### src/verilog/wlss_cfg.svh
`ifndef WLSS_CFG_SVH
`define WLSS_CFG_SVH

// register indices (byte addresses on the management bus)
`define WLSS_REG_LIVE_RB      8'h12
`define WLSS_REG_PERM_LOCK    8'h26
`define WLSS_REG_CLR_LOCK_EVT 8'h27

// field positions
`define WLSS_BIT_PERM_LOCK    0
`define WLSS_BIT_CLR_LOCK     0
`define WLSS_BIT_MISSING_EVT  1
`define WLSS_BIT_LIVE_RB      0

// reset values
`define WLSS_RST_PERM_LOCK    1'b0
`define WLSS_RST_CLR_LOCK     1'b0
`define WLSS_RST_MISSING_EVT  1'b0

// timing: the reference counts as missing after this long without a transition
`define WLSS_CLK_PERIOD_NS    25
`define WLSS_LOSS_TIME_NS     1000
`define WLSS_LOSS_CYCLES      ((`WLSS_LOSS_TIME_NS + `WLSS_CLK_PERIOD_NS - 1) / `WLSS_CLK_PERIOD_NS)
`define WLSS_LOSS_CNT_W       8

// serial framing
`define WLSS_BITS_PER_BYTE    4'h8
`define WLSS_SMB_ADDR_DEFAULT 7'h10

`endif

### src/verilog/wlss_pkg.sv
package wlss_pkg;

	typedef logic [7:0] wlss_byte_t;

	typedef enum logic [4:0] {
		WLSS_ST_IDLE  = 5'h01,
		WLSS_ST_ADDR  = 5'h02,
		WLSS_ST_CMD   = 5'h04,
		WLSS_ST_WRITE = 5'h08,
		WLSS_ST_READ  = 5'h10
	} wlss_state_t;

endpackage

### src/verilog/wlss_edge_watch.sv
`include "wlss_cfg.svh"

module wlss_edge_watch (
	// clock and reset
	input  wire logic clock,
	input  wire logic arst_n,
	// synchronised reference sample
	input  wire logic refSample,
	// detector decision
	output logic      clockPresent
);
	import wlss_pkg::*;

	localparam logic [`WLSS_LOSS_CNT_W-1:0] LOSS_CNT = `WLSS_LOSS_CNT_W'(`WLSS_LOSS_CYCLES);

	logic                        sampleD_reg;
	logic [`WLSS_LOSS_CNT_W-1:0] idleCnt_reg;
	logic [`WLSS_LOSS_CNT_W-1:0] idleCnt_next;
	logic                        present_reg;
	logic                        present_next;
	logic                        transition;
	logic                        timedOut;

	////////////////////////////////////////////////////////////////////////////////
	// any level change proves the reference is toggling; a reference faster than
	// half the sampling rate aliases, so only its presence is judged, not its rate
	assign transition   = refSample ^ sampleD_reg;
	assign timedOut     = (idleCnt_reg == LOSS_CNT);
	assign idleCnt_next = transition ? '0 : (timedOut ? idleCnt_reg : idleCnt_reg + 1'b1);
	assign present_next = transition ? 1'b1 : (timedOut ? 1'b0 : present_reg);

	always_ff @(posedge clock or negedge arst_n) begin
		if (!arst_n) begin
			sampleD_reg <= 1'b0;
			idleCnt_reg <= '0;
			present_reg <= 1'b0;
		end else begin
			sampleD_reg <= refSample;
			idleCnt_reg <= idleCnt_next;
			present_reg <= present_next;
		end
	end

	assign clockPresent = present_reg;

endmodule

### src/verilog/wlss_top.sv
// Overview of operation
// Either write lock set makes the device ignore writes to control registers.
// Permanent lock at bit 0 of register 38; only reset clears it.
// Clearable lock at bit 0 of register 39 clears when one is written.
// Both lock bits are zero after power-up, so writes start allowed.
// Missing-input event flag, bit 1 of register 39, sticky, zero after reset.
// Writing one clears the event flag; writing zero leaves it alone.
// Register 39 is honoured only while the sideband interface enable is high.
// A detector continuously decides whether the reference clock is present.
// Open-drain active-low missing pin pulls low while clock absent.
// The detector's loss event sets the event flag.
// After a loss event the clock path is parked low/low.
// Read-only live bit: zero while loss detected, one while clock present.
// One written to clearable lock sets it when clear, clears it when set.
// Register 39 accepts writes even while a write lock is active.
`include "wlss_cfg.svh"

module wlss_top #(
	parameter logic [6:0] SMB_ADDR = `WLSS_SMB_ADDR_DEFAULT
) (
	// clock and reset
	input  wire logic              clock,
	input  wire logic              arst_n,
	// management serial pins
	input  wire logic              smbClkIn,
	input  wire logic              smbDataIn,
	output logic                   smbDataOut,
	output logic                   smbDataOeN,
	// monitored reference and sideband enable
	input  wire logic              refClockInput,
	input  wire logic              sidebandIfaceEnable,
	// missing-input open-drain pin and parking
	output logic                   inputMissingOut,
	output logic                   inputMissingOeN,
	output logic                   autoClockPark,
	// port to the remaining control registers
	output logic                   extWrEn,
	output wlss_pkg::wlss_byte_t   extAddr,
	output wlss_pkg::wlss_byte_t   extWrData,
	input  wire wlss_pkg::wlss_byte_t extRdData,
	output logic                   regsLocked
);
	import wlss_pkg::*;

	////////////////////////////////////////////////////////////////////////////////
	// pin synchronisers: stage one is read only by stage two
	logic [3:0] syncA_reg;
	logic [3:0] syncB_reg;
	logic       sclD_reg;
	logic       sdaD_reg;
	logic       refS;
	logic       sbEnS;
	logic       sclS;
	logic       sdaS;

	always_ff @(posedge clock or negedge arst_n) begin
		if (!arst_n) begin
			// reference stage resets low like the detector's last sample: no false edge at release
			syncA_reg <= 4'h7;
			syncB_reg <= 4'h7;
		end else begin
			syncA_reg <= {refClockInput, sidebandIfaceEnable, smbClkIn, smbDataIn};
			syncB_reg <= syncA_reg;
		end
	end

	assign refS  = syncB_reg[3];
	assign sbEnS = syncB_reg[2];
	assign sclS  = syncB_reg[1];
	assign sdaS  = syncB_reg[0];

	////////////////////////////////////////////////////////////////////////////////
	// missing-input detector and its event edge
	logic present;
	logic presentD_reg;
	logic lossEvent;

	wlss_edge_watch uWatch (
		.clock        (clock),
		.arst_n       (arst_n),
		.refSample    (refS),
		.clockPresent (present)
	);

	assign lossEvent = presentD_reg & ~present;

	////////////////////////////////////////////////////////////////////////////////
	// serial slave: byte write (cmd, data...) and byte read with repeated start
	wlss_state_t state_reg;
	wlss_state_t state_next;
	logic [3:0]  bitCnt_reg;
	logic [3:0]  bitCnt_next;
	wlss_byte_t  shiftIn_reg;
	wlss_byte_t  shiftIn_next;
	wlss_byte_t  txByte_reg;
	wlss_byte_t  txByte_next;
	wlss_byte_t  ptr_reg;
	wlss_byte_t  ptr_next;
	logic        pull_reg;
	logic        pull_next;
	logic        wrStrobe_reg;
	logic        wrStrobe_next;
	wlss_byte_t  wrAddr_reg;
	wlss_byte_t  wrAddr_next;
	wlss_byte_t  wrData_reg;
	wlss_byte_t  wrData_next;
	wlss_byte_t  readData;
	logic        sclRise;
	logic        sclFall;
	logic        startCond;
	logic        stopCond;
	logic        byteDone;
	logic        addrHit;

	assign sclRise   = sclS & ~sclD_reg;
	assign sclFall   = ~sclS & sclD_reg;
	assign startCond = sclS & sclD_reg & sdaD_reg & ~sdaS;
	assign stopCond  = sclS & sclD_reg & ~sdaD_reg & sdaS;
	assign byteDone  = (bitCnt_reg == `WLSS_BITS_PER_BYTE);
	assign addrHit   = (shiftIn_reg[7:1] == SMB_ADDR);

	always_comb begin
		state_next    = state_reg;
		bitCnt_next   = bitCnt_reg;
		shiftIn_next  = shiftIn_reg;
		txByte_next   = txByte_reg;
		ptr_next      = ptr_reg;
		pull_next     = pull_reg;
		wrStrobe_next = 1'b0;
		wrAddr_next   = wrAddr_reg;
		wrData_next   = wrData_reg;
		if (startCond) begin
			state_next  = WLSS_ST_ADDR;
			bitCnt_next = 4'h0;
			pull_next   = 1'b0;
		end else if (stopCond) begin
			state_next  = WLSS_ST_IDLE;
			bitCnt_next = 4'h0;
			pull_next   = 1'b0;
		end else if (state_reg != WLSS_ST_IDLE) begin
			if (sclRise) begin
				if (byteDone) begin
					// ninth clock: in a read the master's ack decides whether to go on
					bitCnt_next = 4'h0;
					if (state_reg == WLSS_ST_READ) begin
						if (sdaS) begin
							state_next = WLSS_ST_IDLE;
						end else begin
							txByte_next = readData;
							ptr_next    = ptr_reg + 8'h01;
						end
					end
				end else begin
					shiftIn_next = {shiftIn_reg[6:0], sdaS};
					bitCnt_next  = bitCnt_reg + 4'h1;
				end
			end
			if (sclFall) begin
				if (byteDone) begin
					case (state_reg)
						WLSS_ST_ADDR: begin
							if (!addrHit) begin
								state_next = WLSS_ST_IDLE;
							end else if (shiftIn_reg[0]) begin
								// first byte loads on the ninth clock, where our own ack reads as a master ack
								pull_next  = 1'b1;
								state_next = WLSS_ST_READ;
							end else begin
								pull_next  = 1'b1;
								state_next = WLSS_ST_CMD;
							end
						end
						WLSS_ST_CMD: begin
							pull_next  = 1'b1;
							ptr_next   = shiftIn_reg;
							state_next = WLSS_ST_WRITE;
						end
						WLSS_ST_WRITE: begin
							pull_next     = 1'b1;
							wrStrobe_next = 1'b1;
							wrAddr_next   = ptr_reg;
							wrData_next   = shiftIn_reg;
							ptr_next      = ptr_reg + 8'h01;
						end
						WLSS_ST_READ: begin
							pull_next = 1'b0;
						end
						default: begin
							state_next = WLSS_ST_IDLE;
							pull_next  = 1'b0;
						end
					endcase
				end else if (state_reg == WLSS_ST_READ) begin
					pull_next = ~txByte_reg[3'h7 - bitCnt_reg[2:0]];
				end else begin
					pull_next = 1'b0;
				end
			end
		end
	end

	always_ff @(posedge clock or negedge arst_n) begin
		if (!arst_n) begin
			state_reg    <= WLSS_ST_IDLE;
			bitCnt_reg   <= 4'h0;
			shiftIn_reg  <= 8'h00;
			txByte_reg   <= 8'h00;
			ptr_reg      <= 8'h00;
			pull_reg     <= 1'b0;
			wrStrobe_reg <= 1'b0;
			wrAddr_reg   <= 8'h00;
			wrData_reg   <= 8'h00;
			sclD_reg     <= 1'b1;
			sdaD_reg     <= 1'b1;
		end else begin
			state_reg    <= state_next;
			bitCnt_reg   <= bitCnt_next;
			shiftIn_reg  <= shiftIn_next;
			txByte_reg   <= txByte_next;
			ptr_reg      <= ptr_next;
			pull_reg     <= pull_next;
			wrStrobe_reg <= wrStrobe_next;
			wrAddr_reg   <= wrAddr_next;
			wrData_reg   <= wrData_next;
			sclD_reg     <= sclS;
			sdaD_reg     <= sdaS;
		end
	end

	////////////////////////////////////////////////////////////////////////////////
	// lock and event register bank
	logic permLock_reg;
	logic permLock_next;
	logic clrLock_reg;
	logic clrLock_next;
	logic missEvt_reg;
	logic missEvt_next;
	logic lockActive;
	logic hitPerm;
	logic hitClr;
	logic wrPerm;
	logic wrClr;
	logic wrExt;

	assign lockActive    = permLock_reg | clrLock_reg;
	assign hitPerm       = (wrAddr_reg == `WLSS_REG_PERM_LOCK);
	assign hitClr        = (wrAddr_reg == `WLSS_REG_CLR_LOCK_EVT);
	assign wrPerm        = wrStrobe_reg & hitPerm & ~lockActive;
	assign wrClr         = wrStrobe_reg & hitClr & sbEnS;
	assign wrExt         = wrStrobe_reg & ~hitPerm & ~hitClr & ~lockActive;
	// sticky: writes can only raise it
	assign permLock_next = permLock_reg | (wrPerm & wrData_reg[`WLSS_BIT_PERM_LOCK]);
	// one write both arms and disarms, so a one toggles it
	assign clrLock_next  = clrLock_reg ^ (wrClr & wrData_reg[`WLSS_BIT_CLR_LOCK]);
	// a loss in the clearing cycle wins over the clear
	assign missEvt_next  = lossEvent
	                     | (missEvt_reg & ~(wrClr & wrData_reg[`WLSS_BIT_MISSING_EVT]));

	always_ff @(posedge clock or negedge arst_n) begin
		if (!arst_n) begin
			permLock_reg <= `WLSS_RST_PERM_LOCK;
			clrLock_reg  <= `WLSS_RST_CLR_LOCK;
			missEvt_reg  <= `WLSS_RST_MISSING_EVT;
		end else begin
			permLock_reg <= permLock_next;
			clrLock_reg  <= clrLock_next;
			missEvt_reg  <= missEvt_next;
		end
	end

	// read mux
	wlss_byte_t rdPerm;
	wlss_byte_t rdClr;
	wlss_byte_t rdLive;

	assign rdPerm   = {7'h00, permLock_reg};
	assign rdClr    = sbEnS ? {6'h00, missEvt_reg, clrLock_reg} : 8'h00;
	assign rdLive   = {extRdData[7:1], present};
	assign readData = (ptr_reg == `WLSS_REG_PERM_LOCK)    ? rdPerm :
	                  (ptr_reg == `WLSS_REG_CLR_LOCK_EVT) ? rdClr  :
	                  (ptr_reg == `WLSS_REG_LIVE_RB)      ? rdLive : extRdData;

	////////////////////////////////////////////////////////////////////////////////
	// registered outputs
	logic       missOeN_reg;
	logic       park_reg;
	logic       extWrEn_reg;
	wlss_byte_t extAddr_reg;
	wlss_byte_t extWrData_reg;
	logic       locked_reg;
	logic       zero_reg;

	always_ff @(posedge clock or negedge arst_n) begin
		if (!arst_n) begin
			presentD_reg  <= 1'b0;
			missOeN_reg   <= 1'b0;
			park_reg      <= 1'b1;
			extWrEn_reg   <= 1'b0;
			extAddr_reg   <= 8'h00;
			extWrData_reg <= 8'h00;
			locked_reg    <= 1'b0;
			zero_reg      <= 1'b0;
		end else begin
			presentD_reg  <= present;
			missOeN_reg   <= present;
			park_reg      <= ~present;
			extWrEn_reg   <= wrExt;
			extAddr_reg   <= wrAddr_reg;
			extWrData_reg <= wrData_reg;
			locked_reg    <= lockActive;
			zero_reg      <= 1'b0;
		end
	end

	assign smbDataOut      = zero_reg;
	assign smbDataOeN      = ~pull_reg;
	assign inputMissingOut = zero_reg;
	assign inputMissingOeN = missOeN_reg;
	assign autoClockPark   = park_reg;
	assign extWrEn         = extWrEn_reg;
	assign extAddr         = extAddr_reg;
	assign extWrData       = extWrData_reg;
	assign regsLocked      = locked_reg;

endmodule
### config.mk
export PLATFORM = sky130hd
export DESIGN_NAME = wlss_top
export DESIGN_NICKNAME = d
export VERILOG_FILES = /design/src/verilog/wlss_pkg.sv /design/src/verilog/wlss_edge_watch.sv /design/src/verilog/wlss_top.sv
export VERILOG_INCLUDE_DIRS = /design/src /design/src/verilog
export SDC_FILE = /design/constraint.sdc
export NUM_CORES = 1
export LEC_CHECK = 0
export BUFFER_PORTS_ARGS = -buffer_cell sky130_fd_sc_hd__buf_2
export CELL_PAD_IN_SITES_DETAIL_PLACEMENT = 0
export CELL_PAD_IN_SITES_GLOBAL_PLACEMENT = 1
export CORE_MARGIN = 5
export CORE_UTILIZATION = 40
export DETAILED_ROUTE_END_ITERATION = 10
export PLACE_DENSITY_LB_ADDON = 0.1
export SYNTH_ARGS = -nofsm -noshare
export SYNTH_HDL_FRONTEND = slang
export SYNTH_SLANG_ARGS = --single-unit
### constraint.sdc
create_clock -name clock -period 2.8 [get_ports clock]
set_clock_uncertainty 0.05 [all_clocks]
set_input_delay 0.56 -clock clock [delete_from_list [all_inputs] [get_ports clock]]
set_output_delay 0.56 -clock clock [all_outputs]
set_load 0.02 [all_outputs]
==> run_results.csv <==
group,metric,value,unit
run_status,status,"finished, final reports clean",
final_layout,fill_cells,1001,
power,power.density,606.9,nW/µm²
timing,drv_slew,0,
floorplan,design.core.area,10230,µm²
floorplan,die_h,112,µm
critical_path,crit_type,"register to register",
floorplan,num_rows,37,
critical_path,critPathCaptureType,"register",
synthesis,synth_xor_area_frac,0.02315,
synthesis,synth.avg_cell_area,11.72,µm²
synthesis,synthDistinctLibCells,64,
timing,setup_violations,0,
synthesis,synth.cell_area,4161,µm²
cts,cts.repair.resized,0,
routing,dr.pass1.iters,4,
global_route,grt_pass1_vias,2776,
cts,cts_buffers,9,
cts,cts_tree,"done",
flow_run,maxCapViolCount,0,
placement,dpl.hpwl,5691,µm
synthesis,dominantRegCellSynth,"dfrtp_1",
global_route,antenna_found_initial,0,
routing,drc,0,
synthesis,yosysTopAreaCell,"dfrtp_1",
routing,ant_nets,0,
synthesis,synthArstFlopShare,1.000,
global_route,grt.overflow.total,0,
routing,drt-wirelength-per-cell,14.76,µm
cts,clkLatencyLatePin,0.37,ns
cts,clock_path_buffers,2,
timing,grt_setup_unrepaired,"false",
routing,wirelength,7884,µm
global_route,grt_usage,0.1390,
final_layout,syn2layout_area_growth,11.73,%
routing,drt_iter0_markers,108,
synthesis,ys_seq_elements,94,
timing,worstMarginPinSlew,0.6729,ns
timing,period_share,0.8691,
cts,htree_levels,3,
synthesis,synth-compound-area-share,0.09982,
cts,hold_buffers,0,
synthesis,synth_top_area_share,0.5051,
synthesis,yosysSeqAreaShare,0.5683,
timing,maxSlewHeadroom,0.5499,
final_layout,drive_above_1_share,0.2613,
global_route,grt_pass1_wl,13940,µm
synthesis,syn_inst,355,
synthesis,synth_common_cells,"dfrtp_1 (84), nand2_1 (29), nor2_1 (25)",
cts,cts.sinks,94,
synthesis,yosysWarnings,0,
final_layout,antenna_cells,0,
power,p_leak,2.210,nW
routing,viasPerCell,5.041,
timing,period_minus_slack,2.434,ns
critical_path,worstPathArrival,2.64,ns
cts,cts_root_buf,"clkbuf_8",
worst_hold_path,hold_path_class,"primary input to async pin",
critical_path,crit_path_start_kind,"register",
timing,setup_tns,0,ns
critical_path,critPathMaxFanout,8,
synthesis,synth_mux_area_frac,0.08870,
synthesis,synthAdderAreaFrac,0.01804,
power,ir_drop,275.4,µV
synthesis,synth_top_family_by_area,"simple AND/OR/NAND/NOR gates",
placement,gp_congestion,0.8442,
cts,path_clk_slew,0.08,ns
timing,timing_hold_violations_final,0,
synthesis,ys_top_cells_by_area,"dfrtp_1 (51%), dfstp_2 (6.3%), mux2_2 (6.2%)",
floorplan,io_pins,37,
synthesis,synth-edff-count,0,
floorplan,die-area,12540,µm²
synthesis,synth.most_common_cell,"dfrtp_1",
floorplan,initial_core_util,0.4068,
critical_path,critPathRequiredTime,3.00,ns
final_layout,utilization,0.4544,
synthesis,synth-simple-area-share,0.1530,
floorplan,die_w,112,µm
global_route,grt_max_degree,47,
final_layout,fin_nets,413,
routing,num_vias,2692,
cts,post_cts_buffers,0,
timing,fmax,0.4109,GHz
placement,port_buffers,34,
## per-layer routing
metal / share of wire / wire length, µm / vias up / GRT usage
li1: - / - / 1339 / -
met1: 0.50 / 3957 / 1301 / 0.1935
met2: 0.44 / 3468 / 38 / 0.2034
met3: 0.035 / 277 / 14 / 0.03370
met4: 0.023 / 181 / 0 / 0.06811
met5: 0 / 0 / - / 0
## kinds of logic after synthesis
group / Yosys count
xor+xnor: 11
compound gates: 62
flops: 94
buf+inv: 33
simple gates: 117
fa+ha+maj: 6
mux: 31
other cells: 1
## power by group
group | total, W | leakage, nW | internal (W) | switching [W]
registers | 0.00158 | 1.20 | 0.00145 | 0.000131
clock network | 0.000985 | 0.107 | 0.000527 | 0.000458
logic | 0.000257 | 0.904 | 0.000128 | 0.000129
total | 0.00282 | 2.21 | 0.00210 | 0.000719
## worst max-delay path, stage by stage (launching register included)
cell and delay (ns):
dfrtp_1 0.49, nor4_4 0.44, and3_2 0.28, o21a_1 0.39, mux2_2 0.38, a221o_1 0.28
## layout by cell type, fill, tap and decap left out, drive strengths merged, types with 10 or more instances in the layout
cell,n
dfrtp,84
buf,42
nand2,30
nor2,26
o21ai,26
mux2,24
inv,17
nand3,15
clkbuf,12
dfstp,10
## metrics by stage
step                      hold WS (ns)  instances  instance area [µm²]  power, W  setup slack, ns
after floorplan                 0.2144        356                 4165  0.001756           0.6774
after global placement          0.2883        518                 4432  0.001867           0.4258
after detailed placement        0.2865        518                 4432  0.001871           0.3815
after CTS                       0.1442        534                 4649  0.002868           0.3615
after global routing            0.1860        534                 4649  0.002976           0.2291
final                           0.1292        534                 4649  0.002822           0.3664
## layout make-up
type                       instances  area (µm²)  area share
inverter                          17       63.81     0.01372
tap                              136       170.2     0.03660
multi-input combinational        229        1600      0.3442
clock buffer                      12       145.1     0.03122
sequential                        94        2365      0.5086
timing repair buffer              42       232.7     0.05005
clock inverter                     4       72.57     0.01561
## path summary, 6_finish.rpt
check	to	cells past startpoint	slack [ns]	startpoint
worst max-delay path	ptr_reg[3]$_DFFE_PN0P_	5	0.37	state_reg[1]$_DFFE_PN0P_
worst min-delay path	extWrData[4]$_DFF_PN0_	1	0.13	arst_n
worst max register to register	ptr_reg[3]$_DFFE_PN0P_	5	0.37	state_reg[1]$_DFFE_PN0P_
worst min register to register	syncB_reg[3]$_DFF_PN0_	0	0.30	syncA_reg[3]$_DFF_PN0_
max in group asynchronous	syncA_reg[1]$_DFF_PN1_	2	1.79	arst_n
min in group clock	syncA_reg[1]$_DFF_PN1_	1	0.24	smbClkIn
No activity file was read; power rests on OpenSTA's default activity.
